File: config.mk
export PLATFORM = sky130hd
export DESIGN_NAME = pcpm_port_c
export DESIGN_NICKNAME = d
export VERILOG_FILES = /design/src/rtl/pcpm_pkg.sv /design/src/rtl/pcpm_byte_reg.sv /design/src/rtl/pcpm_pin_cell.sv /design/src/rtl/pcpm_port_c.sv
export SDC_FILE = /design/constraint.sdc
export NUM_CORES = 1
export LEC_CHECK = 0
export BUFFER_PORTS_ARGS = -buffer_cell sky130_fd_sc_hd__buf_2
export CAP_MARGIN = 20
export CELL_PAD_IN_SITES_DETAIL_PLACEMENT = 0
export CELL_PAD_IN_SITES_GLOBAL_PLACEMENT = 1
export CORE_UTILIZATION = 32
export CTS_CLUSTER_SIZE = 14
export DETAILED_ROUTE_END_ITERATION = 16
export PLACE_DENSITY = 0.83
export SETUP_SLACK_MARGIN = 0.05
export SYNTH_ARGS = -nofsm -noshare
export SYNTH_HDL_FRONTEND = slang
export SYNTH_SLANG_ARGS = --single-unit
export TNS_END_PERCENT = 20
File: constraint.sdc
create_clock -name mclk -period 1.7 [get_ports mclk]
set_clock_uncertainty 0.15 [all_clocks]
set_input_delay 0 -clock mclk [delete_from_list [all_inputs] [get_ports mclk]]
set_output_delay 0 -clock mclk [all_outputs]
set_load 0.005 [all_outputs]
File: src/rtl/pcpm_pkg.sv
// Constants for the third general-purpose port with peripheral pin sharing.
// Assumes a 32-bit APB bus and a single 40 MHz system clock.
package pcpm_pkg;

  // ----------------------------------------
  // Widths
  // ----------------------------------------
  localparam int APB_AW = 12;  // Address width
  localparam int APB_DW = 32;  // Data width
  localparam int PORT_W = 8;   // Pins on the port
  localparam int STRB_W = 4;   // Byte lanes

  // ----------------------------------------
  // Register byte offsets
  // ----------------------------------------
  localparam logic [APB_AW-1:0] OFF_LEVELS = 12'h000;  // Pin levels / latch write
  localparam logic [APB_AW-1:0] OFF_LATCH  = 12'h004;  // Output latch
  localparam logic [APB_AW-1:0] OFF_DIR    = 12'h008;  // Direction, 1 = input
  localparam logic [APB_AW-1:0] OFF_CFG    = 12'h00C;  // Peripheral sharing

  // ----------------------------------------
  // Reset values
  // ----------------------------------------
  localparam logic [PORT_W-1:0] RST_LATCH = 8'h00;  // Latch cleared
  localparam logic [PORT_W-1:0] RST_DIR   = 8'hFF;  // All pins inputs
  localparam logic [PORT_W-1:0] RST_CFG   = 8'h01;  // Unit two on pin one

  // ----------------------------------------
  // Peripheral sharing field positions
  // ----------------------------------------
  localparam int CFG_CMP2_SEL = 0;  // Unit two uses pin one
  localparam int CFG_OSC_EN   = 1;  // Timer oscillator on
  localparam int CFG_CMP2_EN  = 2;  // Unit two enabled
  localparam int CFG_CMP1_EN  = 3;  // Unit one enabled
  localparam int CFG_PWMA_EN  = 4;  // PWM channel A enabled
  localparam int CFG_SHUT_TRI = 5;  // Tri-state channel A on shutdown
  localparam int CFG_SPI_EN   = 6;  // Serial unit clock enabled
  localparam int CFG_EXT_CNT  = 7;  // Timers count external clock

  // ----------------------------------------
  // Shared pin positions
  // ----------------------------------------
  localparam int PIN_ZERO  = 0;  // Oscillator output / counter clock
  localparam int PIN_ONE   = 1;  // Oscillator input / unit two
  localparam int PIN_TWO   = 2;  // Unit one / PWM channel A
  localparam int PIN_THREE = 3;  // Serial clock
  localparam int PIN_FREE  = 4;  // First pin with no shared function

endpackage

File: src/rtl/pcpm_byte_reg.sv
// One software-written byte register with a byte-lane write enable.
// Assumes the caller qualifies the write with a completed bus access.
module pcpm_byte_reg #(
  parameter logic [pcpm_pkg::PORT_W-1:0] RESET_VAL = 8'h00
) (
  input  wire logic                        mclk,
  input  wire logic                        rst,
  input  wire logic                        wrEn,
  input  wire logic [pcpm_pkg::PORT_W-1:0] wrData,
  output logic      [pcpm_pkg::PORT_W-1:0] value_q
);
  import pcpm_pkg::*;

  // Store on write, constant on reset
  always_ff @(posedge mclk or posedge rst) begin
    if (rst) begin
      value_q <= RESET_VAL;
    end else if (wrEn) begin
      value_q <= wrData;
    end
  end
endmodule // pcpm_byte_reg

File: src/rtl/pcpm_pin_cell.sv
// Registered pin driver: output level and output enable for one pin.
// Assumes the caller has already resolved direction and overrides.
module pcpm_pin_cell (
  input  wire logic mclk,
  input  wire logic rst,
  input  wire logic driveD,
  input  wire logic enableD,
  output logic      pinOut_q,
  output logic      pinOe_q
);
  // Pin released (input) during reset
  always_ff @(posedge mclk or posedge rst) begin
    if (rst) begin
      pinOut_q <= 1'b0;
      pinOe_q  <= 1'b0;
    end else begin
      pinOut_q <= driveD;
      pinOe_q  <= enableD;
    end
  end
endmodule // pcpm_pin_cell

File: src/rtl/pcpm_port_c.sv
// Eight-pin bidirectional port with latch, direction and peripheral sharing.
// Assumes an APB master on mclk and pin inputs synchronous to mclk.
// The board resolves each pin wire from pinOut and pinOe.
//
// The implementer's own choices: the address map and register access over APB.

// Notes on behaviour
// - Eight pins, each with own direction
// - Direction one releases pin as input
// - Direction zero drives latch value
// - Latch register reads back latch contents
// - Reset makes every pin digital input
// - Direction read returns stored bits always
// - Enabled peripherals may override direction
// - Unit two on pin one when selected
// - Timer oscillator disables pins zero, one
// - Unit two drives or captures pin one
// - Unit one drives or captures pin two
// - PWM channel A, tri-state on shutdown
// - Serial clock drives or reads pin three
module pcpm_port_c (
  input  wire logic                        mclk,
  input  wire logic                        rst,
  input  wire logic                        psel,
  input  wire logic                        penable,
  input  wire logic                        pwrite,
  input  wire logic [pcpm_pkg::APB_AW-1:0] paddr,
  input  wire logic [pcpm_pkg::APB_DW-1:0] pwdata,
  input  wire logic [pcpm_pkg::STRB_W-1:0] pstrb,
  output logic      [pcpm_pkg::APB_DW-1:0] prdata,
  output logic                             pready,
  output logic                             pslverr,
  input  wire logic [pcpm_pkg::PORT_W-1:0] pinIn,
  output logic      [pcpm_pkg::PORT_W-1:0] pinOut,
  output logic      [pcpm_pkg::PORT_W-1:0] pinOe,
  input  wire logic                        compareUnitTwoOut,
  input  wire logic                        compareUnitOneOut,
  input  wire logic                        pwmChanA,
  input  wire logic                        pwmShutdown,
  input  wire logic                        spiClkOut,
  output logic                             compareUnitTwoCapture,
  output logic                             compareUnitOneCapture,
  output logic                             spiClkIn,
  output logic                             timerCounterClkIn
);
  import pcpm_pkg::*;

  // ----------------------------------------
  // Address decode
  // ----------------------------------------

  // Word match on a register offset
  function automatic logic regHit(input logic [APB_AW-1:0] addr,
                                  input logic [APB_AW-1:0] off);
    regHit = (addr == off);
  endfunction

  logic                  hitLevels;  // Pin levels register
  logic                  hitLatch;   // Output latch register
  logic                  hitDir;     // Direction register
  logic                  hitCfg;     // Sharing register
  logic                  hitAny;     // Any mapped register
  logic                  setupRd;    // Setup phase of a read
  logic                  accessWr;   // Completing write
  logic                  lane0;      // Low byte lane written
  logic [PORT_W-1:0]     wrByte;     // Low byte of write data

  assign hitLevels = regHit(paddr, OFF_LEVELS);
  assign hitLatch  = regHit(paddr, OFF_LATCH);
  assign hitDir    = regHit(paddr, OFF_DIR);
  assign hitCfg    = regHit(paddr, OFF_CFG);
  assign hitAny    = hitLevels | hitLatch | hitDir | hitCfg;
  assign setupRd   = psel & ~penable & ~pwrite;
  assign accessWr  = psel & penable & pready & pwrite;
  assign lane0     = pstrb[0];
  assign wrByte    = pwdata[PORT_W-1:0];

  // ----------------------------------------
  // Software registers
  // ----------------------------------------
  logic [PORT_W-1:0] latch_q;  // Output latch
  logic [PORT_W-1:0] dir_q;    // Direction, 1 = input
  logic [PORT_W-1:0] cfg_q;    // Peripheral sharing
  logic              latchWe;  // Latch write strobe
  logic              dirWe;    // Direction write strobe
  logic              cfgWe;    // Sharing write strobe

  // Latch takes writes through either address
  assign latchWe = accessWr & lane0 & (hitLatch | hitLevels);
  assign dirWe   = accessWr & lane0 & hitDir;
  assign cfgWe   = accessWr & lane0 & hitCfg;

  // Output latch
  pcpm_byte_reg #(.RESET_VAL(RST_LATCH)) uLatch (
    .mclk    (mclk),
    .rst     (rst),
    .wrEn    (latchWe),
    .wrData  (wrByte),
    .value_q (latch_q)
  );

  // Direction bits, all inputs out of reset
  pcpm_byte_reg #(.RESET_VAL(RST_DIR)) uDir (
    .mclk    (mclk),
    .rst     (rst),
    .wrEn    (dirWe),
    .wrData  (wrByte),
    .value_q (dir_q)
  );

  // Peripheral sharing, unit two defaults to pin one
  pcpm_byte_reg #(.RESET_VAL(RST_CFG)) uCfg (
    .mclk    (mclk),
    .rst     (rst),
    .wrEn    (cfgWe),
    .wrData  (wrByte),
    .value_q (cfg_q)
  );

  // ----------------------------------------
  // Peripheral override terms
  // ----------------------------------------
  logic oscOn;     // Timer oscillator owns pins zero and one
  logic cmp2On;    // Unit two mapped here and enabled
  logic cmp1On;    // Unit one enabled
  logic pwmOn;     // PWM channel A enabled
  logic pwmOff;    // Channel A tri-stated by shutdown
  logic spiOn;     // Serial clock enabled
  logic extCount;  // Timers count pin zero

  assign oscOn    = cfg_q[CFG_OSC_EN];
  assign cmp2On   = cfg_q[CFG_CMP2_SEL] & cfg_q[CFG_CMP2_EN] & ~oscOn;
  assign cmp1On   = cfg_q[CFG_CMP1_EN];
  assign pwmOn    = cfg_q[CFG_PWMA_EN];
  assign pwmOff   = pwmOn & pwmShutdown & cfg_q[CFG_SHUT_TRI];
  assign spiOn    = cfg_q[CFG_SPI_EN];
  assign extCount = cfg_q[CFG_EXT_CNT];

  // Per-pin override flag, forced enable and forced level
  logic [PORT_W-1:0] ovrEn;   // Override active
  logic [PORT_W-1:0] ovrOe;   // Forced output enable
  logic [PORT_W-1:0] ovrOut;  // Forced output level
  logic [PORT_W-1:0] oeD;     // Resolved output enable
  logic [PORT_W-1:0] outD;    // Resolved output level

  // Pin zero: oscillator output, digital I/O off
  assign ovrEn[PIN_ZERO]  = oscOn;
  assign ovrOe[PIN_ZERO]  = 1'b0;
  assign ovrOut[PIN_ZERO] = 1'b0;

  // Pin one: oscillator input, else unit two output
  assign ovrEn[PIN_ONE]  = cfg_q[CFG_OSC_EN] | (cmp2On & ~dir_q[PIN_ONE]);
  assign ovrOe[PIN_ONE]  = ~oscOn;
  assign ovrOut[PIN_ONE] = compareUnitTwoOut & ~oscOn;

  // Pin two: channel A forces output, else unit one
  assign ovrEn[PIN_TWO]  = pwmOn | (cmp1On & ~dir_q[PIN_TWO]);
  assign ovrOe[PIN_TWO]  = ~pwmOff;
  assign ovrOut[PIN_TWO] = pwmOn ? pwmChanA : compareUnitOneOut;

  // Pin three: serial clock output
  assign ovrEn[PIN_THREE]  = spiOn & ~dir_q[PIN_THREE];
  assign ovrOe[PIN_THREE]  = 1'b1;
  assign ovrOut[PIN_THREE] = spiClkOut;

  // Upper pins carry no shared function
  assign ovrEn[PORT_W-1:PIN_FREE]  = '0;
  assign ovrOe[PORT_W-1:PIN_FREE]  = '0;
  assign ovrOut[PORT_W-1:PIN_FREE] = '0;

  // ----------------------------------------
  // Pin drivers
  // ----------------------------------------
  genvar gi;
  generate
    for (gi = 0; gi < PORT_W; gi++) begin : gPin
      // Override wins, else direction selects latch drive
      assign oeD[gi]  = ovrEn[gi] ? ovrOe[gi] : ~dir_q[gi];
      assign outD[gi] = ovrEn[gi] ? ovrOut[gi] : latch_q[gi];

      // Registered driver per pin
      pcpm_pin_cell uCell (
        .mclk     (mclk),
        .rst      (rst),
        .driveD   (outD[gi]),
        .enableD  (oeD[gi] & ~rst),
        .pinOut_q (pinOut[gi]),
        .pinOe_q  (pinOe[gi])
      );
    end
  endgenerate

  // ----------------------------------------
  // Peripheral inputs
  // ----------------------------------------
  logic [PORT_W-1:0] levels;  // Pin levels seen by software
  logic              cap2D;   // Unit two capture level
  logic              cap1D;   // Unit one capture level
  logic              sckD;    // Serial clock input level
  logic              tckD;    // Timer counter clock level

  // Oscillator pins read back as zero
  assign levels = pinIn & ~{{(PORT_W-PIN_FREE){1'b0}}, 2'b00, oscOn, oscOn};
  assign cap2D  = cmp2On & dir_q[PIN_ONE] & pinIn[PIN_ONE];
  assign cap1D  = cmp1On & dir_q[PIN_TWO] & pinIn[PIN_TWO];
  assign sckD   = spiOn & dir_q[PIN_THREE] & pinIn[PIN_THREE];
  assign tckD   = extCount & ~oscOn & dir_q[PIN_ZERO] & pinIn[PIN_ZERO];

  // Registered feeds to the peripherals
  always_ff @(posedge mclk or posedge rst) begin
    if (rst) begin
      compareUnitTwoCapture <= 1'b0;
      compareUnitOneCapture <= 1'b0;
      spiClkIn              <= 1'b0;
      timerCounterClkIn     <= 1'b0;
    end else begin
      compareUnitTwoCapture <= cap2D;
      compareUnitOneCapture <= cap1D;
      spiClkIn              <= sckD;
      timerCounterClkIn     <= tckD;
    end
  end

  // ----------------------------------------
  // APB answer
  // ----------------------------------------
  logic [PORT_W-1:0] rdByte;  // Selected read byte

  // Read select; latch and direction read stored bits
  assign rdByte = hitLevels ? levels :
                  hitLatch  ? latch_q :
                  hitDir    ? dir_q :
                  hitCfg    ? cfg_q : '0;

  // Ready one cycle after setup, zero wait states
  always_ff @(posedge mclk or posedge rst) begin
    if (rst) begin
      pready  <= 1'b0;
      pslverr <= 1'b0;
    end else begin
      pready  <= psel & ~penable;
      pslverr <= psel & ~penable & ~hitAny;
    end
  end

  // Read data captured in setup, upper bits zero
  always_ff @(posedge mclk or posedge rst) begin
    if (rst) begin
      prdata <= '0;
    end else if (setupRd) begin
      prdata <= {{(APB_DW-PORT_W){1'b0}}, rdByte};
    end
  end
endmodule // pcpm_port_c

==> results of run 1 <==
timing repair:
action | 4_1_cts | 5_1_grt
resized for setup | 1 | 0
hold endpoints to repair | 94 | 0
endpoints found under the setup margin | 5 | 0
hold buffers | 20 | 0
final cells by class:
cell class,count,share of cell area (%)
Sequential cell,54,42.16
Tap cell,102,3.949
Timing Repair Buffer,103,20.60
Inverter,5,0.5807
Clock inverter,2,0.4259
Multi-Input combinational cell,129,30.04
Clock buffer,6,2.245
per-stage QoR:
stage	instances	utilization (%)	TNS, ns
finish	401	41.39	0
global route	401	41.39	0
CTS	401	41.39	0
detailed placement	373	37.66	-0.3357
global placement	373	37.66	-0.3125
floorplan	234	-	0
cells in the final DEF (no fill, tap or decap), drive strengths merged, types with 5 or more instances in the layout:
master | Yosys | final
mux2i | 15 | 15
o21ai | 7 | 7
nand2 | 9 | 9
nor2b | 5 | 5
dlygate4sd3 | 0 | 20
dfrtp | 45 | 45
nor2 | 11 | 11
clkbuf | 2 | 6
inv | 5 | 5
mux2 | 27 | 27
dfstp | 9 | 9
a221o | 6 | 6
buf | 44 | 83
conb | 1 | 24
Yosys cell counts:
| cell type | instances |
|---|---|
| buf_6 | 2 |
| nand3_1 | 3 |
| dfstp_2 | 9 |
| mux2i_1 | 15 |
| nor3_2 | 1 |
| and3_1 | 4 |
| nor2_1 | 11 |
| buf_4 | 40 |
| nand2b_1 | 1 |
| nand4_1 | 1 |
| nand2_1 | 9 |
| and2_2 | 1 |
| dfrtp_1 | 45 |
| buf_2 | 2 |
| nor3b_2 | 1 |
| a221o_2 | 6 |
| a22o_1 | 1 |
| nor3_1 | 2 |
| a221oi_1 | 1 |
| o22ai_1 | 1 |
| o21ai_0 | 7 |
| conb_1 | 1 |
| inv_1 | 5 |
| nor4_4 | 2 |
| a311oi_1 | 1 |
| and3b_1 | 1 |
| nor2b_1 | 5 |
| clkbuf_1 | 2 |
| a31oi_1 | 1 |
| nor4_2 | 2 |
| mux2_2 | 27 |
| a21oi_1 | 1 |
routing by layer:
metal	vias to the layer above	wire length, um	GRT usage [%]
li1	844	-	-
met4	0	55	3.906
met5	-	0	0
met2	55	2726	23.01
met1	831	2333	16.12
met3	7	251	3.897
sequential cells by signal, indices dropped and copies added (netlist names):
signal                 flops
gPin.uCell.pinOut_q        8
uDir.value_q               8
gPin.uCell.pinOe_q         8
pready                     1
compareUnitTwoCapture      1
pslverr                    1
timerCounterClkIn          1
prdata                     8
uLatch.value_q             8
spiClkIn                   1
compareUnitOneCapture      1
uCfg.value_q               8
kinds of logic after synthesis:
family                 synth area share (%)
AOI/OAI and AO/OA                     5.628
and+or+nand+nor                       10.58
other                                0.1442
DFF                                   52.38
muxes                                 17.46
buffers and inverters                 13.80
worst min-delay path by stage:
stage | startpoint | to | slack [ns]
after detailed placement | rst | uLatch.value_q[6] | 0.02
after global placement | rst | prdata[3] | 0.01
after CTS | pinIn[5] | prdata[5] | 0.009
after floorplan | penable | pready | -0.07
after global routing | pinIn[5] | prdata[5] | 0.04
final | pinIn[5] | prdata[5] | 0.01
critical path, delay by kind of cell, from the launching register on:
kind / cells / cell delay (ns)
simple gates: 2 / 0.40
flops: 1 / 0.37
buf+inv: 1 / 0.19
mux: 1 / 0.33
power breakdown:
group	leakage, nW	switching (mW)	internal (mW)
combinational	0.911	0.111	0.0995
sequential	0.701	0.00312	1.30
clock	0.0452	0.412	0.292
==> reports/results.ini, run 1 <==
[run_status]
status=finished clean

[critical_path]
slowest_delay_ns=0.37
critPathCapture=uLatch.value_q[7]
crit_arrival_ns=1.59
worstPathCellList=nand3_2 -> nor3b_2 -> buf_4 -> mux2_2
startpoint_type=flop
r2r_start=pready
worstSetupPathType=reg2reg
worstPathRequired_ns=1.75
path_max_fanout=4
rrSetupSlack_ns=0.16
r2r-end=uLatch.value_q[7]
rr_worst_depth=4
end_kind=flop
cp_slowest_cell=dfrtp_1
critical_path.startpoint=pready

[power_and_ir_drop]
max-vdd-ir-drop_v=0.0003066
power_density_nw_per_um2=685.0
p_total_mw=2.214
p_leak_nw=1.657

[yosys]
ys_warn_count=0
synth_top_area_share_pct=43.29
synth_area_leaders=dfrtp_1 43%, mux2_2 12%, buf_4 12%
synthCells=211
synthesis.area_um2=2601
synth-seq-area-share_pct=52.38
synth.distinct_cells=32
ys_ff_latch=54
synth_top_area_cell=dfrtp_1
syn_avg_cell_area_um2=12.33

[route]
num_vias=1737
drc_errors=0
wl_per_cell_um=13.38
viasPerCell=4.332
drtAntennaViolNets=0
firstDrtPassIters=4
dr.first_iter.drc_count=43
drt-total-wl_mm=5.366

[cts]
root_buffer=clkbuf_8
cts_sinks=54
htree_levels=2
cts_tree=built
cts.path.max_buffers=2
postCtsSetupBuffers=0
path_clk_slew_ns=0.09
clkLatencyLatePin_ns=0.31
numCtsBuffers=5

[global_route]
overflow=0
track_usage_pct=13.37
grt_pass1_vias=1754
antenna_found_initial=0
grt_max_degree=33
grt_pass1_wl_mm=8.652

[die]
die_x_um=92.16
die_y_um=92.16
floorplan.rows=32
initial_utilization_pct=33.32
fp.coreArea_um2=7807
dieArea_um2=8493
ios=120

[placed_design]
globalplace.congestion=0.7862
dpl.hpwl_mm=4.083
numPortBuffers=68
dpl_cell_area_um2=2940
post-place-ws_ns=-0.05684

[layout]
fin_area_um2=3232
regArea_um2=1363
antenna_cells=0
num-nets-final=364
fillers=772
multi_input_area_um2=970.9
drive_above_1_share_pct=47.16
area_growth_syn_to_layout_pct=24.24

[sta]
fmax_ghz=0.6474
min_period_over_period_pct=90.86
finalHoldWorstSlack_ns=0.01205
finalHoldViolations=0
finalCriticalPeriod_ns=1.545
setup_viol=0
finalWorstSetupSlack_ns=0.1554
maxSlewViolCount=0
rsz0062_at_grt=false

[job]
cap_violations=0

[hold_path]
min_path_cells=4
hold_class=in2reg

Note: power is estimated with default switching activity, not from simulation.
==> run 2: changes to the inputs <==
CORE_UTILIZATION = 37   (was 32)
CTS_BUF_LIST = sky130_fd_sc_hd__clkbuf_8   (was unset)
PLACE_DENSITY = 0.9   (was 0.83)
clock period = 1.67 ns   (was 1.7 ns; I/O delays follow)
==> run 2 against run 1 <==
Effect of this change:
- sequential share of layout area shrank 0.77 points
- register-to-register slack worse by 0.05 ns
- cell count shrank 1.5%
- clock-buffer cell count did not move
- via count is 0.35% higher
- setup slack worse by 0.051 ns
- core utilization grew 7.1 points
- clock power grew 31%
- cell area grew 1.9%
- critical path type unchanged
- critical endpoint is now uLatch.value_q[0]
==> reports/results.ini, run 2 (synthesized netlist as in run 1, its figures left out) <==
[route]
drt-total-wl_mm=5.230  ; -2.5%
dr.first_iter.drc_count=39  ; -9.3%
drtAntennaViolNets=0  ; unchanged
num_vias=1743  ; +0.35%
drc_errors=0  ; unchanged
firstDrtPassIters=2  ; -2
wl_per_cell_um=13.24  ; -1.1%
viasPerCell=4.413  ; +1.9%

[global_route]
antenna_found_initial=0  ; unchanged
track_usage_pct=15.09  ; +1.7 points
grt_pass1_vias=1772  ; +1.0%
overflow=0  ; unchanged
grt_pass1_wl_mm=8.397  ; -2.9%
grt_max_degree=55  ; +67%

[layout]
area_growth_syn_to_layout_pct=26.55
antenna_cells=0  ; unchanged
fin_area_um2=3292  ; +1.9%
drive_above_1_share_pct=47.83  ; +0.67 points
num-nets-final=364  ; unchanged
fillers=635  ; -18%
mostFrequentLayoutCells=68 x buf_2, 45 x dfrtp_1, 26 x mux2_2
final_common_cell=buf_2

[critical_path]
path_max_fanout=4  ; unchanged
startpoint_type=flop
crit_arrival_ns=1.61  ; +0.02 ns
end_kind=flop
worstPathRequired_ns=1.71  ; -0.04 ns
worstSetupPathType=reg2reg

[placed_design]
globalplace.congestion=0.7805  ; -0.73%
dpl_cell_area_um2=2965  ; +0.85%
numPortBuffers=68  ; unchanged
post-place-ws_ns=-0.01816  ; +0.03868 ns
dpl.hpwl_mm=3.938  ; -3.6%

[cts]
root_buffer=clkbuf_8
cts_sinks=54  ; unchanged
htree_levels=2  ; unchanged
numCtsBuffers=5  ; unchanged
path_clk_slew_ns=0.10  ; about the same
cts.path.max_buffers=2  ; unchanged
cts_tree=built
clkLatencyLatePin_ns=0.30  ; about the same

[die]
floorplan.rows=30  ; -6.3%
fp.coreArea_um2=6794  ; -13%
dieArea_um2=7369  ; -13%
initial_utilization_pct=38.29  ; +5.0 points
ios=120  ; unchanged
die_y_um=85.85  ; -6.9%
die_x_um=85.85  ; -6.9%

[sta]
finalWorstSetupSlack_ns=0.1047  ; -0.05077 ns
rsz0062_at_grt=false
min_period_over_period_pct=93.73  ; +2.9 points
setup_viol=0  ; unchanged
fmax_ghz=0.6388  ; -1.3%
finalHoldViolations=0  ; unchanged
finalCriticalPeriod_ns=1.565  ; +0.02077 ns
tns_ns=0  ; unchanged
maxSlewViolCount=0  ; unchanged

[power_and_ir_drop]
max-vdd-ir-drop_v=0.0003849  ; +26%
p_total_mw=2.466  ; +11%
power_density_nw_per_um2=749.2  ; +9.4%
p_leak_nw=1.696  ; +2.4%

[job]
cap_violations=0  ; unchanged

[hold_path]
hold_class=in2reg

[run_status]
status=finished clean

[run 2: path summary, 6_finish.rpt]
path                                   start                endpoint  slack (ns)  cells after the start
max in group asynchronous                rst         uDir.value_q[7]        0.85                      4
setup / recovery                      pready       uLatch.value_q[0]        0.10                      4
setup reg to reg                      pready       uLatch.value_q[0]        0.10                      4
min in group asynchronous                rst         uCfg.value_q[2]        0.23                      4
hold reg to reg            uLatch.value_q[5]  gPin[5].uCell.pinOut_q        0.26                      0
hold / removal                      pinIn[6]               prdata[6]        0.01                      4
[run 2: timing repair]
action / in CTS / in global routing
hold endpoints to repair: 95 / 0
hold buffers: 20 / 0
buffers inserted: 0 / 0
setup endpoints to repair: 10 / 0
resized for setup: 1 / 0
[run 2: where the power goes]
group / internal [mW] / total, mW / switching (mW)
Combinational: 0.103 / 0.219 / 0.116
Clock: 0.494 / 0.923 / 0.429
Sequential: 1.32 / 1.32 / 0.00363
Total: 1.92 / 2.47 / 0.549
[run 2: per-stage QoR]
stage / cells / hold WS [ns] / util [%]
detailed placement: 367 / 0.03807 / 43.65
finish: 395 / 0.01348 / 48.45
global placement: 367 / 0.03137 / 43.65
global route: 395 / 0.04021 / 48.45
floorplan: 234 / -0.06566 / -
CTS: 395 / 0.006734 / 48.45
[run 2: area by class of cell]
| cell class | instances | area, um2 | share of cell area (%) |
|---|---|---|---|
| clock inverters | 2 | 38.79 | 1.178 |
| repair buffers | 103 | 665.6 | 20.22 |
| inverters | 5 | 18.77 | 0.5701 |
| flip-flops and latches | 54 | 1363 | 41.39 |
| well taps | 96 | 120.1 | 3.649 |
| multi-input cells | 129 | 1003 | 30.48 |
| clock buffers | 6 | 82.58 | 2.509 |
[run 2: layer usage]
| layer | wire length [um] | GRT usage, % | vias to the layer above | part of all wire, % |
|---|---|---|---|---|
| met5 | 0 | 0 | - | 0 |
| met2 | 2865 | 28.00 | 41 | 55 |
| li1 | - | - | 839 | - |
| met1 | 2145 | 17.35 | 858 | 41 |
| met4 | 44 | 4.545 | 0 | 0.84 |
| met3 | 174 | 3.272 | 5 | 3.3 |
[run 2: critical path: stages (launching register included)]
cell and delay, ns:
dfrtp_1 0.37, nand3_2 0.16, nor3b_4 0.26, buf_4 0.18
mux2_2 0.33
